$ cat src/sdq_pkg.sv
// Purpose: shared constants and types of the card transfer sequencer
// Assumes: 40 MHz controller clock
// Notes: card command indices follow the public card command set
package sdq_pkg;
  // clock and idle timeout
  localparam int unsigned CLK_PERIOD_NS = 25;
  localparam int unsigned HOLD_TMO_NS = 1_000_000;
  localparam int unsigned HOLD_TMO_CYC = HOLD_TMO_NS / CLK_PERIOD_NS;
  // addressing
  localparam logic [2:0] OPT_LBA = 3'h4;
  localparam int unsigned BLK_SHIFT = 9;
  // card command indices
  localparam logic [5:0] CIDX_STOP = 6'h0C;
  localparam logic [5:0] CIDX_APP = 6'h37;
  localparam logic [5:0] CIDX_PRE_ERASE = 6'h17;
  localparam logic [5:0] CIDX_RD_MULTI = 6'h12;
  localparam logic [5:0] CIDX_WR_MULTI = 6'h19;
  localparam logic [5:0] CIDX_RD_STREAM = 6'h0B;
  localparam logic [5:0] CIDX_WR_STREAM = 6'h14;
  // register offsets and fields
  localparam logic [7:0] REG_CTRL = 8'h00;
  localparam logic [7:0] REG_RCA = 8'h04;
  localparam logic [7:0] REG_STATUS = 8'h08;
  localparam logic [7:0] REG_LENGTH = 8'h0C;
  localparam int unsigned CTRL_HOLD_RD = 0;
  localparam int unsigned CTRL_HOLD_WR = 1;
  localparam int unsigned CTRL_STREAM = 2;
  localparam int unsigned CTRL_CONTIN = 3;
  localparam int unsigned CTRL_LARGE = 4;
  localparam int unsigned STAT_ERR = 8;
  localparam logic [10:0] CTRL_RST = 11'h000;
  localparam logic [15:0] RCA_RST = 16'h0000;

  // commands from the data unit
  typedef enum logic [2:0] {
    DC_NEW_READ = 3'b000,
    DC_CONT_READ = 3'b001,
    DC_NEW_WRITE = 3'b010,
    DC_CONT_WRITE = 3'b011,
    DC_MAN_READ = 3'b100,
    DC_MAN_WRITE = 3'b101
  } sdq_dcmd_e;

  typedef enum logic [3:0] {
    ST_IDLE = 4'b0000,
    ST_CWAIT = 4'b0001,
    ST_DATA = 4'b0010,
    ST_HOLD = 4'b0011
  } sdq_st_e;

  // what follows a completed card command
  typedef enum logic [2:0] {
    AFT_IDLE = 3'b000,
    AFT_PEND = 3'b001,
    AFT_ERASE = 3'b010,
    AFT_WR = 3'b011,
    AFT_DATA = 3'b100
  } sdq_aft_e;

  typedef struct packed {
    logic [31:0] start_addr;
    logic [15:0] xfer_length;
    logic [2:0] block_size;
    sdq_dcmd_e cmd;
    logic [1:0] dev_sel;
    logic [3:0] dev_id;
  } sdq_dcmd_s;

  typedef struct packed {
    logic [7:0] addr;
    logic [31:0] wdata;
    logic wr;
    logic rd;
  } sdq_bus_s;

  typedef struct packed {
    logic req;
    logic [5:0] index;
    logic [31:0] arg;
  } sdq_ccmd_s;
endpackage

$ cat src/sdq_sequencer.sv
// Purpose: sequencer turning data unit commands into card command runs
// Assumes: card command engine and DMA on the same clock
// Notes: length counter always counts bytes; stream ignores it
//
// Added by the designer: the strobed register port and the address map.
`timescale 1ns/100ps
`default_nettype none

module sdq_sequencer
  import sdq_pkg::*;
#(
  parameter int unsigned TMO_CYC = HOLD_TMO_CYC,
  parameter logic [1:0] UNIT_SEL = 2'h0
) (
  // clock and reset
  input wire logic sys_clk_i,
  input wire logic sys_rst_i,
  // register port
  input wire sdq_bus_s bus_i,
  output logic [31:0] bus_rdata_o,
  // data unit command port
  input wire logic dcmd_valid_i,
  input wire sdq_dcmd_s dcmd_i,
  output logic dcmd_ack_o,
  output logic dcmd_ready_o,
  output logic dcmd_err_o,
  // card command engine via response buffer
  output sdq_ccmd_s ccmd_o,
  input wire logic ccmd_done_i,
  input wire logic ccmd_err_i,
  // data phase
  output logic dma_start_o,
  input wire logic dma_byte_i,
  input wire logic dma_done_i,
  output logic clk_freeze_o,
  output logic busy_o
);

  typedef struct packed {
    sdq_st_e st;
    sdq_aft_e aft;
    logic [24:0] len;
    logic [31:0] addr;
    logic wr;
    logic manual;
    logic newwr;
    logic strm;
    logic open;
    logic freeze;
    logic [15:0] tmo;
    logic ack;
    logic rdy;
    logic dma;
    logic err;
    sdq_ccmd_s ccmd;
    logic [10:0] ctrl;
    logic [15:0] rca;
    logic errflag;
    logic [31:0] rdata;
    logic busy;
  } sdq_state_s;

  sdq_state_s q_ff;
  sdq_state_s nxt_q;

  // issue one card command through the response buffer
  function automatic sdq_state_s launch(input sdq_state_s s, input logic [5:0] idx,
                                        input logic [31:0] arg, input sdq_aft_e aft);
    sdq_state_s r;
    r = s;
    r.ccmd.req = 1'b1;
    r.ccmd.index = idx;
    r.ccmd.arg = arg;
    r.aft = aft;
    r.st = ST_CWAIT;
    return r;
  endfunction

  // first card command of a fresh transfer
  function automatic sdq_state_s start_xfer(input sdq_state_s s);
    sdq_state_s r;
    r = s;
    if (s.wr) begin
      // application command carries the card address
      r = launch(s, CIDX_APP, {s.rca, 16'h0000},
                 s.ctrl[CTRL_HOLD_WR] ? AFT_WR : AFT_ERASE);
    end else begin
      r = launch(s, s.strm ? CIDX_RD_STREAM : CIDX_RD_MULTI, s.addr, AFT_DATA);
    end
    return r;
  endfunction

  // take a command from the data unit
  function automatic sdq_state_s dispatch(input sdq_state_s s, input sdq_dcmd_s c);
    sdq_state_s r;
    logic lba;
    logic cwr;
    r = s;
    lba = (s.ctrl[10:8] == OPT_LBA) || s.ctrl[CTRL_LARGE];
    cwr = (c.cmd == DC_NEW_WRITE) || (c.cmd == DC_CONT_WRITE) || (c.cmd == DC_MAN_WRITE);
    r.ack = 1'b1;
    r.tmo = 16'h0000;
    r.freeze = 1'b0;
    r.wr = cwr;
    r.strm = s.ctrl[CTRL_STREAM];
    r.manual = 1'b0;
    r.newwr = 1'b0;
    if ((c.cmd == DC_MAN_READ) || (c.cmd == DC_MAN_WRITE)) begin
      // manual: length as given, straight to data
      r.len = {9'h000, c.xfer_length};
      r.manual = 1'b1;
      r.dma = 1'b1;
      r.open = 1'b1;
      r.st = ST_DATA;
    end else begin
      r.len = {c.xfer_length, 9'h000};
      if (((c.cmd == DC_CONT_READ) || (c.cmd == DC_CONT_WRITE)) && s.open &&
          (s.wr == cwr) && !s.manual && !s.strm) begin
        // continuation: skip card commands, data unit starts the DMA
        r.rdy = 1'b1;
        r.st = ST_DATA;
      end else begin
        r.addr = lba ? c.start_addr : {c.start_addr[22:0], 9'h000};
        r.newwr = (c.cmd == DC_NEW_WRITE);
        if (s.open) begin
          r = launch(r, CIDX_STOP, 32'h0000_0000, AFT_PEND);
        end else begin
          r = start_xfer(r);
        end
      end
    end
    return r;
  endfunction

  // read data for the register port
  function automatic logic [31:0] reg_read(input sdq_state_s s, input logic [7:0] a);
    logic [31:0] d;
    d = 32'h0000_0000;
    case (a)
      REG_CTRL: d = {21'h000000, s.ctrl};
      REG_RCA: d = {16'h0000, s.rca};
      REG_STATUS: d = {23'h000000, s.errflag, 2'b00, s.open, s.freeze, s.st};
      REG_LENGTH: d = {7'h00, s.len};
      default: d = 32'h0000_0000;
    endcase
    return d;
  endfunction

  logic cmd_here;
  assign cmd_here = dcmd_valid_i && (dcmd_i.dev_sel == UNIT_SEL) && !q_ff.ack;

  // next state
  always_comb begin
    nxt_q = q_ff;
    nxt_q.ack = 1'b0;
    nxt_q.rdy = 1'b0;
    nxt_q.dma = 1'b0;
    nxt_q.err = 1'b0;
    nxt_q.ccmd.req = 1'b0;
    nxt_q.rdata = 32'h0000_0000;
    // register port
    if (bus_i.rd) begin
      nxt_q.rdata = reg_read(q_ff, bus_i.addr);
    end
    if (bus_i.wr) begin
      case (bus_i.addr)
        REG_CTRL: nxt_q.ctrl = bus_i.wdata[10:0];
        REG_RCA: nxt_q.rca = bus_i.wdata[15:0];
        REG_STATUS: begin
          if (bus_i.wdata[STAT_ERR]) begin
            nxt_q.errflag = 1'b0;
          end
        end
        default: nxt_q.ctrl = q_ff.ctrl;
      endcase
    end
    case (q_ff.st)
      ST_IDLE: begin
        nxt_q.open = 1'b0;
        if (cmd_here) begin
          nxt_q = dispatch(nxt_q, dcmd_i);
        end
      end
      ST_CWAIT: begin
        if (ccmd_done_i) begin
          if (ccmd_err_i) begin
            // response error: no data phase
            nxt_q.err = 1'b1;
            nxt_q.errflag = 1'b1;
            nxt_q.open = 1'b0;
            nxt_q.st = ST_IDLE;
          end else begin
            case (q_ff.aft)
              AFT_IDLE: begin
                nxt_q.open = 1'b0;
                nxt_q.st = ST_IDLE;
              end
              AFT_PEND: begin
                nxt_q.open = 1'b0;
                nxt_q = start_xfer(nxt_q);
              end
              AFT_ERASE: begin
                nxt_q = launch(nxt_q, CIDX_PRE_ERASE, {16'h0000, q_ff.len[24:9]},
                               AFT_WR);
              end
              AFT_WR: begin
                nxt_q = launch(nxt_q, q_ff.strm ? CIDX_WR_STREAM : CIDX_WR_MULTI,
                               q_ff.addr, AFT_DATA);
              end
              AFT_DATA: begin
                nxt_q.dma = 1'b1;
                nxt_q.open = 1'b1;
                nxt_q.st = ST_DATA;
              end
              default: nxt_q.st = ST_IDLE;
            endcase
          end
        end
      end
      ST_DATA: begin
        // byte accounting and clock freeze
        if (dma_byte_i && !q_ff.strm && !q_ff.freeze) begin
          nxt_q.len = q_ff.len - 25'h0000001;
          nxt_q.freeze = (q_ff.len == 25'h0000001);
          if (q_ff.newwr) begin
            nxt_q.addr = q_ff.addr + 32'h0000_0001;
          end
        end
        if (q_ff.strm && q_ff.ctrl[CTRL_CONTIN]) begin
          // continuous stream ends only on a new command
          if (cmd_here) begin
            nxt_q = dispatch(nxt_q, dcmd_i);
          end
        end else if (dma_done_i) begin
          if (q_ff.manual) begin
            nxt_q.st = ST_IDLE;
          end else if (!q_ff.strm &&
                       (q_ff.wr ? q_ff.ctrl[CTRL_HOLD_WR] : q_ff.ctrl[CTRL_HOLD_RD])) begin
            nxt_q.tmo = 16'h0000;
            nxt_q.st = ST_HOLD;
          end else begin
            nxt_q = launch(nxt_q, CIDX_STOP, 32'h0000_0000, AFT_IDLE);
          end
        end
      end
      ST_HOLD: begin
        if (cmd_here) begin
          nxt_q = dispatch(nxt_q, dcmd_i);
        end else if (32'(q_ff.tmo) >= TMO_CYC - 1) begin
          nxt_q = launch(nxt_q, CIDX_STOP, 32'h0000_0000, AFT_IDLE);
        end else begin
          nxt_q.tmo = q_ff.tmo + 16'h0001;
        end
      end
      default: nxt_q.st = ST_IDLE;
    endcase
    // a new error wins over a software clear in the same cycle
    if (nxt_q.err) begin
      nxt_q.errflag = 1'b1;
    end
    // busy kept as a flop so the port needs no decode
    nxt_q.busy = (nxt_q.st != ST_IDLE);
  end

  // state register
  always_ff @(posedge sys_clk_i or posedge sys_rst_i) begin
    if (sys_rst_i) begin
      q_ff <= '0;
      q_ff.st <= ST_IDLE;
      q_ff.aft <= AFT_IDLE;
      q_ff.ctrl <= CTRL_RST;
      q_ff.rca <= RCA_RST;
    end else begin
      q_ff <= nxt_q;
    end
  end

  // outputs straight from the state register
  assign bus_rdata_o = q_ff.rdata;
  assign dcmd_ack_o = q_ff.ack;
  assign dcmd_ready_o = q_ff.rdy;
  assign dcmd_err_o = q_ff.err;
  assign ccmd_o = q_ff.ccmd;
  assign dma_start_o = q_ff.dma;
  assign clk_freeze_o = q_ff.freeze;
  assign busy_o = q_ff.busy;

endmodule
`default_nettype wire

$ cat config.mk
export PLATFORM = sky130hd
export DESIGN_NAME = sdq_sequencer
export DESIGN_NICKNAME = d
export VERILOG_FILES = /design/src/sdq_pkg.sv /design/src/sdq_sequencer.sv
export SDC_FILE = /design/constraint.sdc
export NUM_CORES = 1
export LEC_CHECK = 0
export ABC_AREA = 1
export BUFFER_PORTS_ARGS = -buffer_cell sky130_fd_sc_hd__buf_2
export CAP_MARGIN = 30
export CORE_ASPECT_RATIO = 0.7
export CORE_UTILIZATION = 58
export DETAILED_ROUTE_END_ITERATION = 10
export GPL_TIMING_DRIVEN = 0
export PLACE_DENSITY = 0.81
export SLEW_MARGIN = 20
export SYNTH_ARGS = -nofsm -noshare
export SYNTH_HDL_FRONTEND = slang
export SYNTH_SLANG_ARGS = --single-unit
$ cat constraint.sdc
create_clock -name sys_clk_i -period 6.4 [get_ports sys_clk_i]
set_clock_uncertainty 0.05 [all_clocks]
set_input_delay 0.32 -clock sys_clk_i [delete_from_list [all_inputs] [get_ports sys_clk_i]]
set_output_delay 0.32 -clock sys_clk_i [all_outputs]
set_load 0.01 [all_outputs]
==> impl_metrics.tcl, run 1 <==
set metrics [dict create \
    status "finished, final reports clean" \
    reg2reg_depth 11 \
    die_w_um 177 \
    cts_tree "yes" \
    n_fill_cell 1816 \
    fin_crit_sh 0.432 \
    place_area_um2 13600 \
    yosys.area.top_type_share 0.369 \
    hold_class "in2reg" \
    max_stage_delay_ns 0.46 \
    drv_slew 0 \
    grt_pass1_vias 11900 \
    first_iter_violations 2404 \
    post_cts_buffers 0 \
    cp_cell_sequence "inv_1, nand2_1, nor2_1, nand3_1, nor2_2, inv_1, nand3_1, a21oi_2, buf_2, nand3_1, nand3_1" \
    via_count 13400 \
    tns_ns 0 \
    crit_required_ns 6.68 \
    fp-row-count 44 \
    path_max_fanout 10 \
    start_util 0.595 \
    crit_path_frequent_cell "nand3_1" \
    clock_path_buffers 2 \
    clk_pin_slew_worst_paths_ns 0.07 \
    overflow 0 \
    die_area_um2 22000 \
    gp_congestion 1.03 \
    cp_top_family "simple AND/OR/NAND/NOR gates" \
    routed_wl_um 46900 \
    ant_nets 0 \
    cts_buffers 17 \
    crit_arrival_ns 3.04 \
    synth.avg_cell_area_um2 7.12 \
    worst_setup_path_end_kind "register" \
    vdd_drop_max_mv 0.196 \
    crit_type "reg2reg" \
    power_density_nw_per_um2 215 \
    ys_ff_latch 183 \
    drc 0 \
    die_h_um 124 \
    tightest_slew_ns 0.939 \
    syn-cell-area_um2 12400 \
    synth.distinct_cells 58 \
    grt_usage 0.429 \
    rsz0062_at_grt "false" \
    fin_util 0.679 \
    post-route-min-period_ns 2.76 \
    drive_above_1_share 0.193 \
    synth_cells 1743 \
    area_growth_pct 14.1 \
    via_per_inst 6.05 \
    cts_root_buf "clkbuf_16" \
    fmax_mhz 362 \
    grt_first_pass_wirelength_um 70400 \
    slowest_stage "dfrtp_1" \
    synth_warnings 0 \
    hpwl_um 36500 \
    wl_per_cell_um 21.2 \
    maxCapViolations 0 \
    drtPass1Iterations 6 \
    finalSetupViolCount 0 \
    core_um2 20900 \
    relSlewSlack 0.369 \
    crit_path_start_kind "register" \
    leakagePower_nw 7.22 \
    grt_max_degree 102 \
    clock-sinks 183 \
    cp.depth 11 \
    io_pins 186 \
    final_nets 2039 \
    fin_area_um2 14200 \
    portBuffers 154 \
    htree_levels 4 \
    clk_latency_ns 0.45 \
    hold_viol 0 \
    synth_top_cell_by_area "dfrtp_1" \
    ys_seq_area_frac 0.369 \
    ys_top_cells_by_area "dfrtp_1 (37%), nand2_1 (13%), nand3_1 (9.2%)" \
    cts_resized 0 \
    holdPathStages 2 \
    critical_path_buf_inv_count 3 \
    antenna_found_initial 1 \
]
layout by cell type, fill, tap and decap left out, types with 4 or more instances in the layout:
master / count
buf_2: 172
clkbuf_16: 17
clkbuf_1: 23
o21ai_0: 80
inv_2: 12
o21ai_1: 15
dfrtp_1: 183
buf_6: 6
nor3_1: 38
xor2_1: 31
a21oi_1: 39
conb_1: 9
o211ai_1: 28
nor2_2: 13
nand2_4: 6
inv_1: 195
buf_4: 83
o21ai_2: 17
nand4_1: 33
o22ai_1: 24
o221ai_1: 15
nor2_1: 114
or2_2: 8
nand2_1: 433
a22oi_1: 9
a221oi_1: 7
nand3_1: 229
nor4_1: 7
nand3b_1: 6
a21boi_0: 4
ha_1: 4
nand2_2: 12
path summary, 6_finish.rpt:
kind                                   end  slack [ns]       from
worst max-delay path            ccmd_o[23]        3.64  q_ff[187]
worst min-delay path             q_ff[123]        0.06  dcmd_i[6]
worst max register to register  ccmd_o[23]        3.64  q_ff[187]
worst min register to register    q_ff[55]        0.45   q_ff[55]
max in group asynchronous        ccmd_o[9]        4.93  sys_rst_i
min in group asynchronous        q_ff[153]        0.46  sys_rst_i
stage by stage:
stage               hold slack, ns  std cells  power, mW  worst slack [ns]
CTS                         0.0546       2214       3.01              3.80
finish                      0.0629       2215       3.04              3.64
floorplan                    0.369       1751       1.73              1.06
global route                0.0729       2214       3.14              3.53
global placement             0.420       2181       1.98             -1.07
detailed placement           0.393       2182       1.98              3.83
cells in the mapped netlist, drive strengths merged:
master,number
a22oi,9
a21oi,41
and2,3
o31ai,3
buf,109
a211oi,3
xnor2,1
o21bai,3
o21a,3
nor4,7
nor3,41
ha,4
o22ai,24
a32oi,1
clkbuf,22
a221oi,7
dfrtp,183
nor2,132
conb,1
o221ai,15
nand4,33
a31oi,2
a21boi,5
or2,14
clkinv,3
inv,208
nor3b,1
o2111ai,2
nand3b,6
o21ai,113
nand2,451
nand3,231
o211ai,28
nand2b,1
and3,2
xor2,31
per-layer routing:
metal | track usage | vias to the layer above | part of all wire
li1 | - | 6041 | -
met1 | 0.659 | 6164 | 0.41
met2 | 0.554 | 1090 | 0.38
met3 | 0.160 | 111 | 0.18
met4 | 0.117 | 0 | 0.032
met5 | 0 | - | 0
flip-flops by register name, summed over array words and instances, names as in the netlist:
signal / count
dcmd_err_o: 1
clk_freeze_o: 1
q_ff: 113
dcmd_ready_o: 1
dcmd_ack_o: 1
ccmd_o: 39
dma_start_o: 1
busy_o: 1
bus_rdata_o: 25
logic make-up (layout without fill, tap and decap cells):
family | Yosys count | after routing | share of synthesized area
xor gates and xnor gates | 32 | 32 | 0.0226
AOI/OAI and AO/OA | 259 | 259 | 0.133
and+or+nand+nor | 922 | 922 | 0.337
DFF | 183 | 183 | 0.369
adders and majority gates | 4 | 4 | 0.00403
other | 1 | 10 | 0.000302
buffers and inverters | 342 | 529 | 0.134
power breakdown:
| part | internal (mW) | leakage, nW | switching, mW | total, mW |
|---|---|---|---|---|
| Combinational | 0.233 | 4.50 | 0.432 | 0.666 |
| Clock | 0.557 | 0.270 | 0.487 | 1.04 |
| Sequential | 1.25 | 2.45 | 0.0878 | 1.33 |
layout make-up:
class / count / area, um^2 / share of cell area
clock inverter: 10 / 95.1 / 0.00671
tap: 276 / 345 / 0.0244
antenna: 1 / 2.50 / 0.000177
buffer: 131 / 875 / 0.0618
multi-input combinational: 1226 / 6200 / 0.438
clock buffer: 21 / 460 / 0.0325
inverter: 211 / 800 / 0.0565
timing repair buffer: 156 / 808 / 0.0571
sequential: 183 / 4580 / 0.323
worst register-to-register path: cells and delay by family, from the launching register on:
kind / cells / cell delay, ns
and+or+nand+nor: 7 / 1.41
buffers and inverters: 3 / 0.58
DFF: 1 / 0.46
AOI/OAI and AO/OA: 1 / 0.14
what timing repair did:
item,CTS,global route
hold buffers,1,0
endpoints found under the hold margin,82,0
setup endpoints to repair,0,0
Power figures use the tool's default switching activity.
==> run 2: changes to the inputs <==
- ABC_AREA: 1 -> 0
- CORE_UTILIZATION: 58 -> 57
- clock period: 6.4 -> 2.8 ns (I/O delays scaled with it)
==> impl_metrics.tcl, run 2 <==
set metrics [dict create \
    status "complete, but fails checks" \
    violations "hold timing" \
    via_per_inst 6.54 \
    final-seq-area_um2 4580 \
    place_ws_ns -0.913 \
    grt_pass1_vias 10400 \
    first_iter_violations 1689 \
    fmax_mhz 357 \
    syn-cell-area_um2 11000 \
    synthAdderAreaFrac 0.00454 \
    critical_path_buf_inv_count 1 \
    hpwl_um 29300 \
    hold_viol 1 \
    n_fill_cell 1450 \
    holdPathStages 4 \
    rsz0062_at_grt "true" \
    seqPwrFrac 0.463 \
    drc 0 \
    crit_required_ns 3.09 \
    drive_above_1_share 0.252 \
    hold_class "in2reg" \
    ys_seq_area_frac 0.415 \
    top_usage_layer "met1" \
    routed_wl_um 39500 \
    reg2reg_depth 7 \
    power_density_nw_per_um2 512 \
    ys_ff_latch 183 \
    drtPass1Iterations 6 \
    drv_slew 0 \
    met2_usage 0.539 \
    ant_nets 0 \
    crit_arrival_ns 3.09 \
    via_count 11200 \
    crit_path_frequent_cell "o21ai_0" \
    tightest_slew_ns 0.943 \
    largest_register "q_ff" \
    n_antenna_cell 0 \
    grtUsageMet1 0.585 \
    fin_area_um2 13700 \
    ys.flop_type "dfrtp_1" \
    clk_latency_ns 0.45 \
    synth-edff-count 0 \
    path_max_fanout 7 \
    setup_slack_ns 0.00238 \
    cp_top_family "simple AND/OR/NAND/NOR gates" \
    synth_compound_area_frac 0.209 \
    area_growth_pct 23.8 \
    cts_root_buf "clkbuf_16" \
    cp.depth 7 \
    async_flop_share 1.00 \
    final_nets 1564 \
    core_um2 18900 \
    gp_congestion 0.999 \
    power.switching_fraction 0.335 \
    fp-row-count 42 \
    clock_path_buffers 2 \
    met3_usage 0.136 \
    finalSetupViolCount 0 \
    synth_top_family_by_area "compound AO/OA/AOI/OAI gates" \
    start_util 0.583 \
    synth_mux_area_frac 0.0795 \
    synth.distinct_cells 73 \
    vdd_drop_max_mv 0.325 \
    internal-power_mw 4.65 \
    cts_buffers 17 \
    placed_cells 1624 \
    htree_levels 4 \
    yosys.area.top_type_share 0.415 \
    crit_path_start_kind "register" \
    clk_pin_slew_worst_paths_ns 0.08 \
    synth_cells 1212 \
    clock-sinks 183 \
    slowest_stage "dfrtp_1" \
    leakagePower_nw 6.61 \
    layout_common_cells "dfrtp_1 (181), buf_2 (164), nand2_1 (103)" \
    fin_crit_sh 0.999 \
    pwr-share-clk 0.362 \
    synthSimpleGateAreaFrac 0.192 \
    synth.most_common_cell "dfrtp_1" \
    overflow 0 \
    grt_usage 0.397 \
    io_pins 186 \
    synth_warnings 0 \
    place_area_um2 12300 \
    die_area_um2 19900 \
    largest_reg_flops 113 \
    antenna_found_initial 1 \
    relSlewSlack 0.372 \
    cp_cell_sequence "nor4_2, and4b_1, clkbuf_1, nor2_1, o21ai_0, o21ai_0, a221o_1" \
    yosys-top-cells-count "dfrtp_1 (183), nand2_1 (104), nor2_1 (98)" \
    r2r_slack_ns 0.002 \
    worst_setup_path_end_kind "register" \
    switchingPower_mw 2.34 \
    maxCapViolations 0 \
    ys_top_cells_by_area "dfrtp_1 (42%), mux2i_1 (5.0%), buf_4 (4.8%)" \
    whs_ns -0.00289 \
    portBuffers 155 \
    die_w_um 168 \
    synthXorXnorAreaFrac 0.0111 \
    post-route-min-period_ns 2.80 \
    grt_first_pass_wirelength_um 59500 \
    crit_type "reg2reg" \
    die_h_um 118 \
    final_cell_count_no_fill 1706 \
    final_common_cell "dfrtp_1" \
    cts_tree "yes" \
    max_stage_delay_ns 0.61 \
    synth.avg_cell_area_um2 9.10 \
    wl_per_cell_um 23.2 \
    grt_max_degree 35 \
    p_comb_frac 0.175 \
    synth_top_cell_by_area "dfrtp_1" \
    multiInputGateArea_um2 5730 \
]
run 2: cell types whose count changed in the layout (fill, tap and decap cells not counted), sizes merged, moves of 37 or more:
cell	before	now
nand3	231	41
a221o	0	37
mux2i	0	55
inv	211	37
nand2	451	104
dlygate4sd3	1	44
run 2: cells by family (layout without fill, tap and decap cells):
| logic type | after synthesis | after routing |
|---|---|---|
| and+or+nand+nor | 415 | 415 |
| AOI/OAI and AO/OA | 336 | 336 |
| DFF | 183 | 183 |
| buffers and inverters | 182 | 426 |
| muxes | 77 | 77 |
| xor gates and xnor gates | 14 | 14 |
| adders and majority gates | 4 | 4 |
| other | 1 | 9 |
run 2: stage by stage:
| stage | utilization | hold WS (ns) | power [mW] | setup TNS (ns) |
|---|---|---|---|---|
| floorplan | - | 0.195 | 3.78 | 0 |
| global placement | 0.642 | 0.309 | 4.27 | -207.68 |
| detailed placement | 0.649 | 0.132 | 4.32 | -49.20 |
| CTS | 0.713 | 0.00806 | 6.88 | 0 |
| global route | 0.722 | 0.0110 | 7.19 | -0.0730 |
| finish | 0.722 | -0.00289 | 6.99 | 0 |
run 2: worst paths after layout:
path	from	to
max in group asynchronous	sys_rst_i	ccmd_o[37]
hold reg to reg	q_ff[116]	q_ff[116]
min in group asynchronous	sys_rst_i	bus_rdata_o[21]
setup / recovery	q_ff[169]	q_ff[170]
hold / removal	bus_i[1]	q_ff[33]
setup reg to reg	q_ff[169]	q_ff[170]
run 2: power groups by stage:
stage / registers (mW) / clock network [mW] / logic, mW
5_1_grt: 3.24 / 2.64 / 1.31
4_1_cts: 3.19 / 2.53 / 1.16
2_1_floorplan: 3.06 / 0 / 0.724
3_3_place_gp: 3.23 / 0 / 1.04
6_report: 3.23 / 2.53 / 1.23
3_5_place_dp: 3.24 / 0 / 1.08
run 2: per-layer routing:
metal  vias up  wire, um
met4         2      1260
met1      5327     17000
met3       124      5280
li1       4906         -
met2       804     15900
met5         -        13
run 2: layout make-up:
class | count | area share
tap | 242 | 0.0222
clock inverter | 15 | 0.0134
buffer | 147 | 0.0647
clock buffer | 17 | 0.0312
multi-input combinational | 855 | 0.420
sequential | 183 | 0.336
inverter | 31 | 0.00880
timing repair buffer | 216 | 0.104
run 2: repair_timing:
action / in CTS / in global routing
buffers inserted: 1 / 9
pin swaps: 2 / 8
endpoints found under the hold margin: 93 / 0
resized for setup: 41 / 39
hold buffers: 44 / 0
setup endpoints to repair: 110 / 93
gates cloned: 0 / 0
run 2: worst reg2reg max path, stage by stage, from the launching register on:
cell and delay [ns]:
dfrtp_1 0.61, nor4_2 0.55, and4b_1 0.27, clkbuf_1 0.29
nor2_1 0.09, o21ai_0 0.21, o21ai_0 0.27, a221o_1 0.37
==> run 3: changes to the inputs <==
- CORE_MARGIN: not set -> 3
==> impl_metrics.tcl, run 3 (synthesis results as in run 2) <==
set metrics [dict create \
    fin_util 0.740 \
    grt_max_degree 36 \
    crit_required_ns 3.08 \
    worstReg2RegStart "dcmd_ack_o" \
    io_pins 186 \
    hold_class "in2reg" \
    final_common_cell "dfrtp_1" \
    crit_arrival_ns 3.06 \
    grt_first_pass_wirelength_um 60800 \
    clock-sinks 183 \
    maxCapViolations 0 \
    fp-row-count 41 \
    hold_viol 0 \
    crit_path_start_kind "register" \
    antenna_found_initial 1 \
    largest_register "q_ff" \
    overflow 0 \
    via_per_inst 6.53 \
    hold_start "dcmd_i[55]" \
    routed_wl_um 40500 \
    die_h_um 122 \
    crit_type "reg2reg" \
    cts_tree "yes" \
    gp_congestion 1.05 \
    grt_pass1_vias 10500 \
    via_count 11300 \
    drtPass1Iterations 9 \
    core_um2 18500 \
    layout_common_cells "dfrtp_1 (182), buf_2 (164), nand2_1 (103)" \
    hpwl_um 29800 \
    wl_per_cell_um 23.5 \
    largest_reg_flops 113 \
    worst_setup_path_end_kind "register" \
    clk_latency_ns 0.44 \
    final_nets 1568 \
    tightest_slew_ns 0.987 \
    portBuffers 155 \
    drive_above_1_share 0.253 \
    finalSetupViolCount 0 \
    drv_slew 0 \
    rsz0062_at_grt "true" \
    cts_root_buf "clkbuf_16" \
    htree_levels 4 \
    n_fill_cell 1331 \
    grt_usage 0.382 \
    power_density_nw_per_um2 502 \
    drc 0 \
    start_util 0.596 \
    fin_crit_sh 0.993 \
    vdd_drop_max_mv 0.377 \
    first_iter_violations 1700 \
    die_w_um 172 \
    status "finished, final reports clean" \
    tns_ns 0 \
    die_area_um2 21100 \
    multiInputGateArea_um2 5740 \
    clk_pin_slew_worst_paths_ns 0.08 \
    fmax_mhz 360 \
    worstSetupStartpoint "dcmd_ack_o" \
    leakagePower_nw 6.64 \
    post-route-min-period_ns 2.78 \
    final-seq-area_um2 4580 \
    ant_nets 0 \
    relSlewSlack 0.342 \
    cts_buffers 17 \
    area_growth_pct 24.2 \
    clock_path_buffers 2 \
    path_max_fanout 10 \
]
run 3: stage by stage:
step           total power, mW  hold slack [ns]  instance area [um^2]  std cells  setup slack [ns]
5_1_grt                   7.10           0.0395                 13700       1726           -0.0514
2_1_floorplan             3.78            0.195                 11100       1220             0.133
3_3_place_gp              4.27            0.305                 12200       1633            -0.945
4_1_cts                   6.77           0.0188                 13500       1715            0.0123
3_5_place_dp              4.31            0.128                 12300       1641            -0.897
6_report                  6.88           0.0187                 13700       1727            0.0186
run 3: worst paths after layout:
path | cells past startpoint | slack, ns | to
max | 8 | 0.02 | q_ff[165]
min | 3 | 0.02 | q_ff[153]
max reg2reg | 8 | 0.02 | q_ff[165]
min reg2reg | 1 | 0.43 | q_ff[116]
max in group asynchronous | 5 | 1.69 | q_ff[121]
min in group asynchronous | 3 | 0.21 | q_ff[163]
run 3: worst max-delay path, cell delays in order (launching register included):
cell and delay (ns):
dfrtp_1 0.43, nor4b_4 0.38, buf_4 0.27, nand2_1 0.18, a21oi_4 0.26, buf_4 0.19
clkbuf_1 0.38, o21ai_0 0.21, a221o_1 0.33
run 3: layout make-up:
cell class,count,area share
multi-input combinational,855,0.419
sequential,183,0.334
timing repair buffer,221,0.107
buffer,146,0.0644
clock buffer,18,0.0313
tap,258,0.0236
clock inverter,14,0.0115
inverter,31,0.00876
antenna,1,0.000183
run 3: what timing repair did:
item	CTS	global route
pin swaps	4	12
hold endpoints to repair	100	0
gates resized for setup	44	37
buffers inserted	0	12
setup endpoints to repair	110	80
cloned	0	1
hold buffers	45	0
run 3: report_power, final:
| group | switching [mW] | total, mW | internal, mW |
|---|---|---|---|
| sequential | 0.389 | 3.23 | 2.85 |
| combinational | 0.700 | 1.22 | 0.523 |
| clock | 1.22 | 2.43 | 1.20 |
| total | 2.31 | 6.88 | 4.57 |
run 3: per-layer routing:
| layer | GRT usage | vias up | wire [um] |
|---|---|---|---|
| li1 | - | 4912 | - |
| met2 | 0.531 | 905 | 16200 |
| met5 | 0 | - | 13 |
| met4 | 0.128 | 2 | 1500 |
| met1 | 0.558 | 5355 | 16900 |
| met3 | 0.129 | 111 | 5910 |
